[src/hdl/pfrc_cfg.svh]
`ifndef PFRC_CFG_SVH
`define PFRC_CFG_SVH
// Word framing
`define PFRC_WORD_W 24
`define PFRC_ADDR_W 4
`define PFRC_ADDR_TIMEOUT 4'hd
`define PFRC_ADDR_RESET 4'hf
// Timeout word fields
`define PFRC_TOC_LSB 4
`define PFRC_TOC_W 14
`define PFRC_CPF_LSB 18
`define PFRC_CPF_W 4
`define PFRC_CSR_LSB 22
`define PFRC_CSR_W 2
// Reset/float word fields
`define PFRC_BIT_QUARTER 4
`define PFRC_BIT_IF_RST 5
`define PFRC_BIT_RF_COUNTER_RESET 6
`define PFRC_BIT_RF_PUMP_FLOAT 7
`define PFRC_BIT_IF_TRI 8
`define PFRC_BIT_CPT 9
// Timeout codes
`define PFRC_TOC_HIZ 14'h0000
`define PFRC_TOC_MANUAL 14'h0001
`define PFRC_TOC_LOW 14'h0002
`define PFRC_TOC_HIGH 14'h0003
`define PFRC_TOC_MIN_EN 14'h0004
// Divider constants
`define PFRC_QDIV_LAST 2'h3
`define PFRC_CSR_CNT_W 4
`endif

[src/hdl/pfrc_pkg.sv]
package pfrc_pkg;
	// Decoded timeout word
	typedef struct packed {
		logic [1:0] slip;
		logic [3:0] pump_code;
		logic [13:0] timeout;
	} pfrc_tmo_t;
	// Decoded reset/float word
	typedef struct packed {
		logic pump_test;
		logic if_float;
		logic rf_float;
		logic rf_reset;
		logic if_reset;
		logic quarter;
	} pfrc_rst_t;
	// Analog-side control outputs
	typedef struct packed {
		logic rf_cnt_reset;
		logic if_cnt_reset;
		logic rf_pump_hiz;
		logic if_pump_hiz;
		logic fast_active;
		logic [4:0] pump_mult;
		logic [4:0] slip_div;
	} pfrc_ctl_t;
	typedef enum logic [2:0] {
		PFRC_IDLE = 3'b001,
		PFRC_FAST = 3'b010,
		PFRC_DONE = 3'b100
	} pfrc_state_t;
endpackage : pfrc_pkg
[src/hdl/pfrc_core.sv]
// What this block does
// - Timeout codes 0, 2 and 3 turn fastlock off and make the pin a general output.
// - Timeout codes 4 and up turn fastlock on and make the pin the fastlock indicator.
// - Fastlock lasts twice the timeout value in comparison cycles, then ends.
// - With fastlock off the pin floats for code 0, drives low for 2, drives high for 3.
// - Code 1 is manual fastlock: pin low, all fastlock conditions forced on with no end.
// - The 4-bit pump code picks a fastlock pump strength of code plus one times.
// - The slip field disables reduction at 0 and divides the sample rate by 2, 4, 16.
// - The quarter-rate bit divides the RF lock-detect comparison strobe by 4, IF untouched.
// - IF counter reset holds the IF counters in reset and floats the IF pump; default 0.
// - RF counter reset holds the RF counters in reset and floats the RF pump; default 0.
// - Every power-up applies a counter reset automatically.
// - RF float bit floats the RF pump and leaves the RF counters running.
// - IF float bit floats the IF pump and leaves the IF counters running.
`include "pfrc_cfg.svh"
`timescale 1ns/100ps
`default_nettype none
module pfrc_core
(
	// Clock and reset
	input wire logic i_mclk,
	input wire logic i_rst,
	// Serial control pins
	input wire logic i_ser_clk,
	input wire logic i_ser_data,
	input wire logic i_ser_latch,
	// Power state
	input wire logic i_powered,
	// Comparison strobes
	input wire logic i_rf_cmp,
	input wire logic i_if_cmp,
	// Fastlock pin
	output logic o_fl_out,
	output logic o_fl_oe,
	// Lock detect strobes
	output logic o_rf_ld_cmp,
	output logic o_if_ld_cmp,
	// Slip-reduced sample strobe
	output logic o_rf_sample,
	// Analog controls
	output pfrc_pkg::pfrc_ctl_t o_ctl,
	output logic o_pump_test
);
	import pfrc_pkg::*;

	// ********************************
	// Pin synchronisers
	// ********************************
	logic [2:0] sync1_r;
	logic [2:0] sync2_r;
	logic [2:0] sync3_r;
	logic pwr1_r;
	logic pwr2_r;
	logic pwr3_r;
	// Two flops before any logic; third flop only for edge detect
	always_ff @(posedge i_mclk or posedge i_rst)
	begin
		if (i_rst)
		begin
			sync1_r <= 3'h0;
			sync2_r <= 3'h0;
			sync3_r <= 3'h0;
			pwr1_r <= 1'b0;
			pwr2_r <= 1'b0;
			pwr3_r <= 1'b0;
		end
		else
		begin
			sync1_r <= {i_ser_latch, i_ser_data, i_ser_clk};
			sync2_r <= sync1_r;
			sync3_r <= sync2_r;
			pwr1_r <= i_powered;
			pwr2_r <= pwr1_r;
			pwr3_r <= pwr2_r;
		end
	end

	logic sclk_rise;
	logic latch_rise;
	logic pwr_rise;
	assign sclk_rise = sync2_r[0] & ~sync3_r[0];
	assign latch_rise = sync2_r[2] & ~sync3_r[2];
	assign pwr_rise = pwr2_r & ~pwr3_r;

	// ********************************
	// Serial word and registers
	// ********************************
	logic [`PFRC_WORD_W-1:0] shift_r, shift_nxt;
	pfrc_tmo_t tmo_r, tmo_nxt;
	pfrc_rst_t rst_r, rst_nxt;
	logic load_r, load_nxt;
	logic pwr_rst_r, pwr_rst_nxt;

	// Shift MSB first; latch edge decodes address nibble
	always_comb
	begin
		shift_nxt = shift_r;
		tmo_nxt = tmo_r;
		rst_nxt = rst_r;
		load_nxt = 1'b0;
		pwr_rst_nxt = pwr_rise;
		if (sclk_rise)
			shift_nxt = {shift_r[`PFRC_WORD_W-2:0], sync2_r[1]};
		if (latch_rise)
		begin
			unique case (shift_r[`PFRC_ADDR_W-1:0])
				`PFRC_ADDR_TIMEOUT:
				begin
					tmo_nxt.timeout = shift_r[`PFRC_TOC_LSB +: `PFRC_TOC_W];
					tmo_nxt.pump_code = shift_r[`PFRC_CPF_LSB +: `PFRC_CPF_W];
					tmo_nxt.slip = shift_r[`PFRC_CSR_LSB +: `PFRC_CSR_W];
					load_nxt = 1'b1; // New word restarts a timed fastlock
				end
				`PFRC_ADDR_RESET:
				begin
					rst_nxt.quarter = shift_r[`PFRC_BIT_QUARTER];
					rst_nxt.if_reset = shift_r[`PFRC_BIT_IF_RST];
					rst_nxt.rf_reset = shift_r[`PFRC_BIT_RF_COUNTER_RESET];
					rst_nxt.rf_float = shift_r[`PFRC_BIT_RF_PUMP_FLOAT];
					rst_nxt.if_float = shift_r[`PFRC_BIT_IF_TRI];
					rst_nxt.pump_test = shift_r[`PFRC_BIT_CPT];
				end
				default:
				begin
					// Other registers belong to other blocks
				end
			endcase
		end
	end

	always_ff @(posedge i_mclk or posedge i_rst)
	begin
		if (i_rst)
		begin
			shift_r <= '0;
			tmo_r <= '0;
			rst_r <= '0; // Reset and float bits default 0
			load_r <= 1'b0;
			pwr_rst_r <= 1'b0;
		end
		else
		begin
			shift_r <= shift_nxt;
			tmo_r <= tmo_nxt;
			rst_r <= rst_nxt;
			load_r <= load_nxt;
			pwr_rst_r <= pwr_rst_nxt;
		end
	end

	// ********************************
	// Fastlock timer
	// ********************************
	pfrc_state_t state_r, state_nxt;
	logic [`PFRC_TOC_W:0] cnt_r, cnt_nxt;
	logic timed_en;
	logic manual_en;
	assign timed_en = tmo_r.timeout >= `PFRC_TOC_MIN_EN;
	assign manual_en = tmo_r.timeout == `PFRC_TOC_MANUAL;

	// Counts comparison strobes; period is twice the programmed value
	always_comb
	begin
		state_nxt = state_r;
		cnt_nxt = cnt_r;
		unique case (state_r)
			PFRC_IDLE:
			begin
				if (load_r && timed_en)
				begin
					state_nxt = PFRC_FAST;
					cnt_nxt = {tmo_r.timeout, 1'b0};
				end
			end
			PFRC_FAST:
			begin
				if (load_r)
					cnt_nxt = {tmo_r.timeout, 1'b0};
				else if (i_rf_cmp)
					cnt_nxt = cnt_r - 15'h0001;
				if (!timed_en)
					state_nxt = PFRC_IDLE;
				else if (!load_r && i_rf_cmp && cnt_r == 15'h0001)
					state_nxt = PFRC_DONE;
			end
			PFRC_DONE:
			begin
				if (load_r && timed_en)
				begin
					state_nxt = PFRC_FAST;
					cnt_nxt = {tmo_r.timeout, 1'b0};
				end
				else if (!timed_en)
					state_nxt = PFRC_IDLE;
			end
		endcase
	end

	always_ff @(posedge i_mclk or posedge i_rst)
	begin
		if (i_rst)
		begin
			state_r <= PFRC_IDLE;
			cnt_r <= '0;
		end
		else
		begin
			state_r <= state_nxt;
			cnt_r <= cnt_nxt;
		end
	end

	// ********************************
	// Rate dividers
	// ********************************
	logic [1:0] qdiv_r, qdiv_nxt;
	logic [`PFRC_CSR_CNT_W-1:0] sdiv_r, sdiv_nxt;
	logic [`PFRC_CSR_CNT_W-1:0] sdiv_mask;
	logic ld_q_r, ld_q_nxt;
	logic smp_r, smp_nxt;

	// Mask picks the divide ratio: none, 2, 4, 16
	always_comb
	begin
		unique case (tmo_r.slip)
			2'h0: sdiv_mask = 4'h0;
			2'h1: sdiv_mask = 4'h1;
			2'h2: sdiv_mask = 4'h3;
			2'h3: sdiv_mask = 4'hf;
		endcase
	end

	always_comb
	begin
		qdiv_nxt = qdiv_r;
		sdiv_nxt = sdiv_r;
		ld_q_nxt = 1'b0;
		smp_nxt = 1'b0;
		if (i_rf_cmp)
		begin
			qdiv_nxt = qdiv_r + 2'h1;
			ld_q_nxt = (qdiv_r == `PFRC_QDIV_LAST);
			sdiv_nxt = (sdiv_r + 4'h1) & sdiv_mask;
			smp_nxt = (sdiv_r == sdiv_mask);
		end
	end

	always_ff @(posedge i_mclk or posedge i_rst)
	begin
		if (i_rst)
		begin
			qdiv_r <= 2'h0;
			sdiv_r <= '0;
			ld_q_r <= 1'b0;
			smp_r <= 1'b0;
		end
		else
		begin
			qdiv_r <= qdiv_nxt;
			sdiv_r <= sdiv_nxt;
			ld_q_r <= ld_q_nxt;
			smp_r <= smp_nxt;
		end
	end

	// Strobes are pulses; divided path only when bit set, IF always direct
	assign o_rf_ld_cmp = rst_r.quarter ? ld_q_r : i_rf_cmp;
	assign o_if_ld_cmp = i_if_cmp;
	// Sample strobe runs at all times; the analog side decides when to use it
	assign o_rf_sample = smp_r;

	// ********************************
	// Outputs
	// ********************************
	pfrc_ctl_t ctl_r, ctl_nxt;
	logic fl_out_r, fl_out_nxt;
	logic fl_oe_r, fl_oe_nxt;
	logic fast_on;
	// Gate with the enable so a low code ends fastlock with the pin enable in step
	assign fast_on = manual_en || (state_r == PFRC_FAST && timed_en);

	always_comb
	begin
		ctl_nxt.fast_active = fast_on;
		ctl_nxt.pump_mult = {1'b0, tmo_r.pump_code} + 5'h01;
		ctl_nxt.slip_div = 5'h01 + {1'b0, sdiv_mask};
		ctl_nxt.rf_cnt_reset = rst_r.rf_reset | pwr_rst_r;
		ctl_nxt.if_cnt_reset = rst_r.if_reset | pwr_rst_r;
		ctl_nxt.rf_pump_hiz = rst_r.rf_reset | rst_r.rf_float | pwr_rst_r;
		ctl_nxt.if_pump_hiz = rst_r.if_reset | rst_r.if_float | pwr_rst_r;
		fl_oe_nxt = 1'b1;
		fl_out_nxt = 1'b0;
		if (timed_en)
			fl_out_nxt = (state_r == PFRC_FAST);
		else
		begin
			unique case (tmo_r.timeout[1:0])
				2'h0: fl_oe_nxt = 1'b0;
				2'h1: fl_out_nxt = 1'b0;
				2'h2: fl_out_nxt = 1'b0;
				2'h3: fl_out_nxt = 1'b1;
			endcase
		end
	end

	always_ff @(posedge i_mclk or posedge i_rst)
	begin
		if (i_rst)
		begin
			ctl_r <= '0;
			fl_out_r <= 1'b0;
			fl_oe_r <= 1'b0;
		end
		else
		begin
			ctl_r <= ctl_nxt;
			fl_out_r <= fl_out_nxt;
			fl_oe_r <= fl_oe_nxt;
		end
	end

	assign o_ctl = ctl_r;
	assign o_fl_out = fl_out_r;
	assign o_fl_oe = fl_oe_r;
	assign o_pump_test = rst_r.pump_test;
endmodule : pfrc_core
`default_nettype wire

[config.mk]
export PLATFORM = sky130hd
export DESIGN_NAME = pfrc_core
export DESIGN_NICKNAME = d
export VERILOG_FILES = /design/src/hdl/pfrc_pkg.sv /design/src/hdl/pfrc_core.sv
export VERILOG_INCLUDE_DIRS = /design/src /design/src/hdl
export SDC_FILE = /design/constraint.sdc
export NUM_CORES = 1
export LEC_CHECK = 0
export ABC_AREA = 1
export BUFFER_PORTS_ARGS = -buffer_cell sky130_fd_sc_hd__buf_2
export CAP_MARGIN = 30
export CELL_PAD_IN_SITES_DETAIL_PLACEMENT = 2
export CELL_PAD_IN_SITES_GLOBAL_PLACEMENT = 2
export CORE_ASPECT_RATIO = 0.8
export CORE_MARGIN = 1
export CORE_UTILIZATION = 37
export DETAILED_ROUTE_END_ITERATION = 10
export PLACE_DENSITY_LB_ADDON = 0.1
export SLEW_MARGIN = 20
export SYNTH_ARGS = -nofsm -noshare
export SYNTH_HDL_FRONTEND = slang
export SYNTH_SLANG_ARGS = --single-unit
[constraint.sdc]
create_clock -name i_mclk -period 4.5 [get_ports i_mclk]
set_input_delay 0.9 -clock i_mclk [delete_from_list [all_inputs] [get_ports i_mclk]]
set_output_delay 0.9 -clock i_mclk [all_outputs]
set_load 0.05 [all_outputs]
==> results.yml <==
logic_synthesis:
  ys_ff_latch: 105
  synth_area_per_cell_sq_um: 8.75
  yosys_warnings: 0
  async_flop_share_pct: 100
  syn-cell-area_sq_um: 4550
  synthCells: 520
  synth_compound_area_share_pct: 8.69
  synth_top_family_by_area: "simple AND/OR/NAND/NOR gates"
  yosys.area_share.simple_pct: 23.1
  synth_ff_type: "dfrtp_1"
  synth_edf_count: 0
  syn_nets: 534
  synthMuxAreaShare_pct: 0
  synthDistinctLibCells: 35
  synth-xor-area-share_pct: 1.35
  seq_area_frac_synth_pct: 57.8
  yosys.area_share.adder_pct: 1.65
pwr:
  powerDensity_nw_per_um2: 608
  power_leakage_uw: 0.00262
  peakVddDrop_v: 0.000247
worst_setup_path:
  reg2regPathDepth: 8
  critical_path.max_fanout: 12
  r2r_slack_ns: 2.57
  required_ns: 3.60
  cp-end-kind: "output pin"
  reg2reg_to: "cnt_r[3]"
  slowest_delay_ns: 0.29
  r2r_start: "state_r[0]"
  path_delay_family: "buffers and inverters"
  start_kind: "input pin"
  crit_top_cell: "buf_2"
  path_class: "in2out"
  cp_num_buf_inv: 3
  path_cells: "buf_2, inv_1, o21ai_0, buf_2"
  cp.arrival_ns: 1.71
  crit_slowest_cell: "buf_2"
  startpoint: "i_rf_cmp"
placed_design:
  place_congestion: 0.742
  dp.final_hpwl_microns: 8060
  portBuffers: 25
global_route:
  grt_pass1_vias: 3852
  grt_pass1_wl_microns: 19800
  antenna_found_initial: 0
  grt_max_degree: 49
  grt_usage_pct: 19.9
  grt_overflow: 0
min_path:
  hp-class: "reg2reg"
  holdPathStages: 0
  hold_end: "pwr2_r"
  hold_start: "pwr1_r"
clock_tree:
  ctsHoldBuffers: 0
  htree_num_levels: 3
  post_cts_resized: 0
  cts_tree: "yes"
  cts-root-buf: "clkbuf_16"
  cts_buffer_depth: 2
  cts_buffers: 9
  worst_skew_pair.late_latency_ns: 0.35
  clock-sinks: 105
  clkTransAtPathRegs_ns: 0.07
  cts_setup_buffers: 0
run_status:
  outcome: "complete, no violations"
die:
  dieWidth_microns: 126
  start_util_pct: 38.8
  core_sq_um: 11700
  die-area_sq_um: 12700
  io_pins: 29
  dieHeight_microns: 101
  rows: 35
finish:
  final_cell_mix: "nand2_1, dfrtp_1, o21ai_0, inv_1, nor2_1"
  nFillCells: 1326
  area_growth_pct: 12.8
  ff_latch_area_sq_um: 2630
  layout.nets: 558
  final_util_pct: 43.7
  antenna_cells: 0
  layout-drive-gt1-share_pct: 12.0
  multiInputGateArea_sq_um: 1590
  final_common_cell: "nand2_1"
timing:
  hold_violations: 0
  slew_headroom_pct: 62.8
  period_needed_ns: 2.61
  fin_crit_sh_pct: 58.1
  worst_pin_slew_ns: 0.556
  maxSlewViolCount: 0
  clock-skew-final_ns: 0.00625
  rsz0062_at_grt: "false"
  fmax_ghz: 0.382
  setup_tns_ns: 0
  finalSetupViolCount: 0
drt:
  drt-wirelength-per-cell_microns: 16.2
  route.final.wire_length_microns: 11300
  drc: 0
  drtAntennaViolNets: 0
  viasPerCell: 4.91
  drtIter0Drc: 122
  firstDrtPassIters: 4
  vias: 3425
flow_run:
  max-cap-violations: 0
==> kinds of logic after synthesis <==
family	count (synthesis)
flip-flops	105
XOR/XNOR	7
AO/OA/AOI/OAI	77
adder cells (fa/ha/maj)	6
AND/OR/NAND/NOR	243
other	1
buffers and inverters	81
==> worst register-to-register path: stages (launching register included) <==
cell and delay, ns:
dfstp_2 0.55, nor2_1 0.05, nand2_1 0.10, nand2_2 0.12, nor2_4 0.33, inv_2 0.25, nand2_1 0.17, o21ai_0 0.11
o21ai_0 0.16
==> Yosys cell counts (2+ instances only) <==
| master | count | area share, % |
|---|---|---|
| nand2_1 | 154 | 13 |
| dfrtp_1 | 104 | 57 |
| o21ai_0 | 64 | 7.0 |
| inv_1 | 63 | 5.2 |
| nor2_1 | 41 | 3.4 |
| nand3_1 | 24 | 2.6 |
| clkbuf_1 | 8 | 0.66 |
| ha_1 | 6 | 1.7 |
| or2_2 | 6 | 0.83 |
| a21oi_1 | 5 | 0.55 |
| nand4_1 | 5 | 0.69 |
| xor2_1 | 5 | 0.96 |
| o21ai_1 | 4 | 0.44 |
| nand2_4 | 3 | 0.74 |
| buf_1 | 2 | 0.17 |
| buf_2 | 2 | 0.22 |
| buf_4 | 2 | 0.33 |
| inv_2 | 2 | 0.17 |
| nor2_4 | 2 | 0.50 |
| o31ai_1 | 2 | 0.33 |
| xnor2_1 | 2 | 0.39 |
==> sequential cells by signal, summed over array words and instances (netlist names), 2 cells and up <==
signal   count
sync3_r      2
cnt_r       15
o_ctl       14
sync2_r      3
rst_r        5
sync1_r      3
shift_r     24
state_r      3
sdiv_r       4
qdiv_r       2
tmo_r       20
==> per-stage QoR <==
stage	hold WS, ns	cells	setup WS (ns)	total power, uW	instance area, sq um
after floorplan	0.331	520	0.841	2030	4550
after global placement	0.336	681	1.92	2240	4800
after detailed placement	0.337	681	1.88	2300	4800
after CTS	0.365	697	1.87	3170	5130
after global routing	0.374	697	1.81	3360	5130
final	0.362	697	1.89	3120	5130
==> layer usage <==
metal	up-vias	routed length, microns	GRT usage [%]
met2	37	5440	34.3
met5	-	0	0
met1	1703	5510	26.0
met3	10	262	3.70
met4	0	112	5.38
li1	1675	-	-
==> where the power goes <==
part / switching [uW] / internal [uW]
clock: 374 / 459
combinational: 713 / 315
sequential: 135 / 1120
total: 1220 / 1900
==> area by class of cell <==
cell class	count	area share (%)
Clock inverter	6	1.71
Clock buffer	10	4.66
Timing Repair Buffer	29	3.02
Tap cell	148	3.61
Multi-Input combinational cell	334	31.0
Inverter	65	4.80
Sequential cell	105	51.2
==> how the worst max path moves through the flow <==
stage	to	slack, ns	cells after the start
floorplan	cnt_r[0]	0.84	1
global placement	o_rf_ld_cmp	1.92	4
detailed placement	o_rf_ld_cmp	1.88	4
CTS	o_rf_ld_cmp	1.87	4
global route	o_rf_ld_cmp	1.81	4
finish	o_rf_ld_cmp	1.89	4
Note: power is estimated with default switching activity, not from simulation.
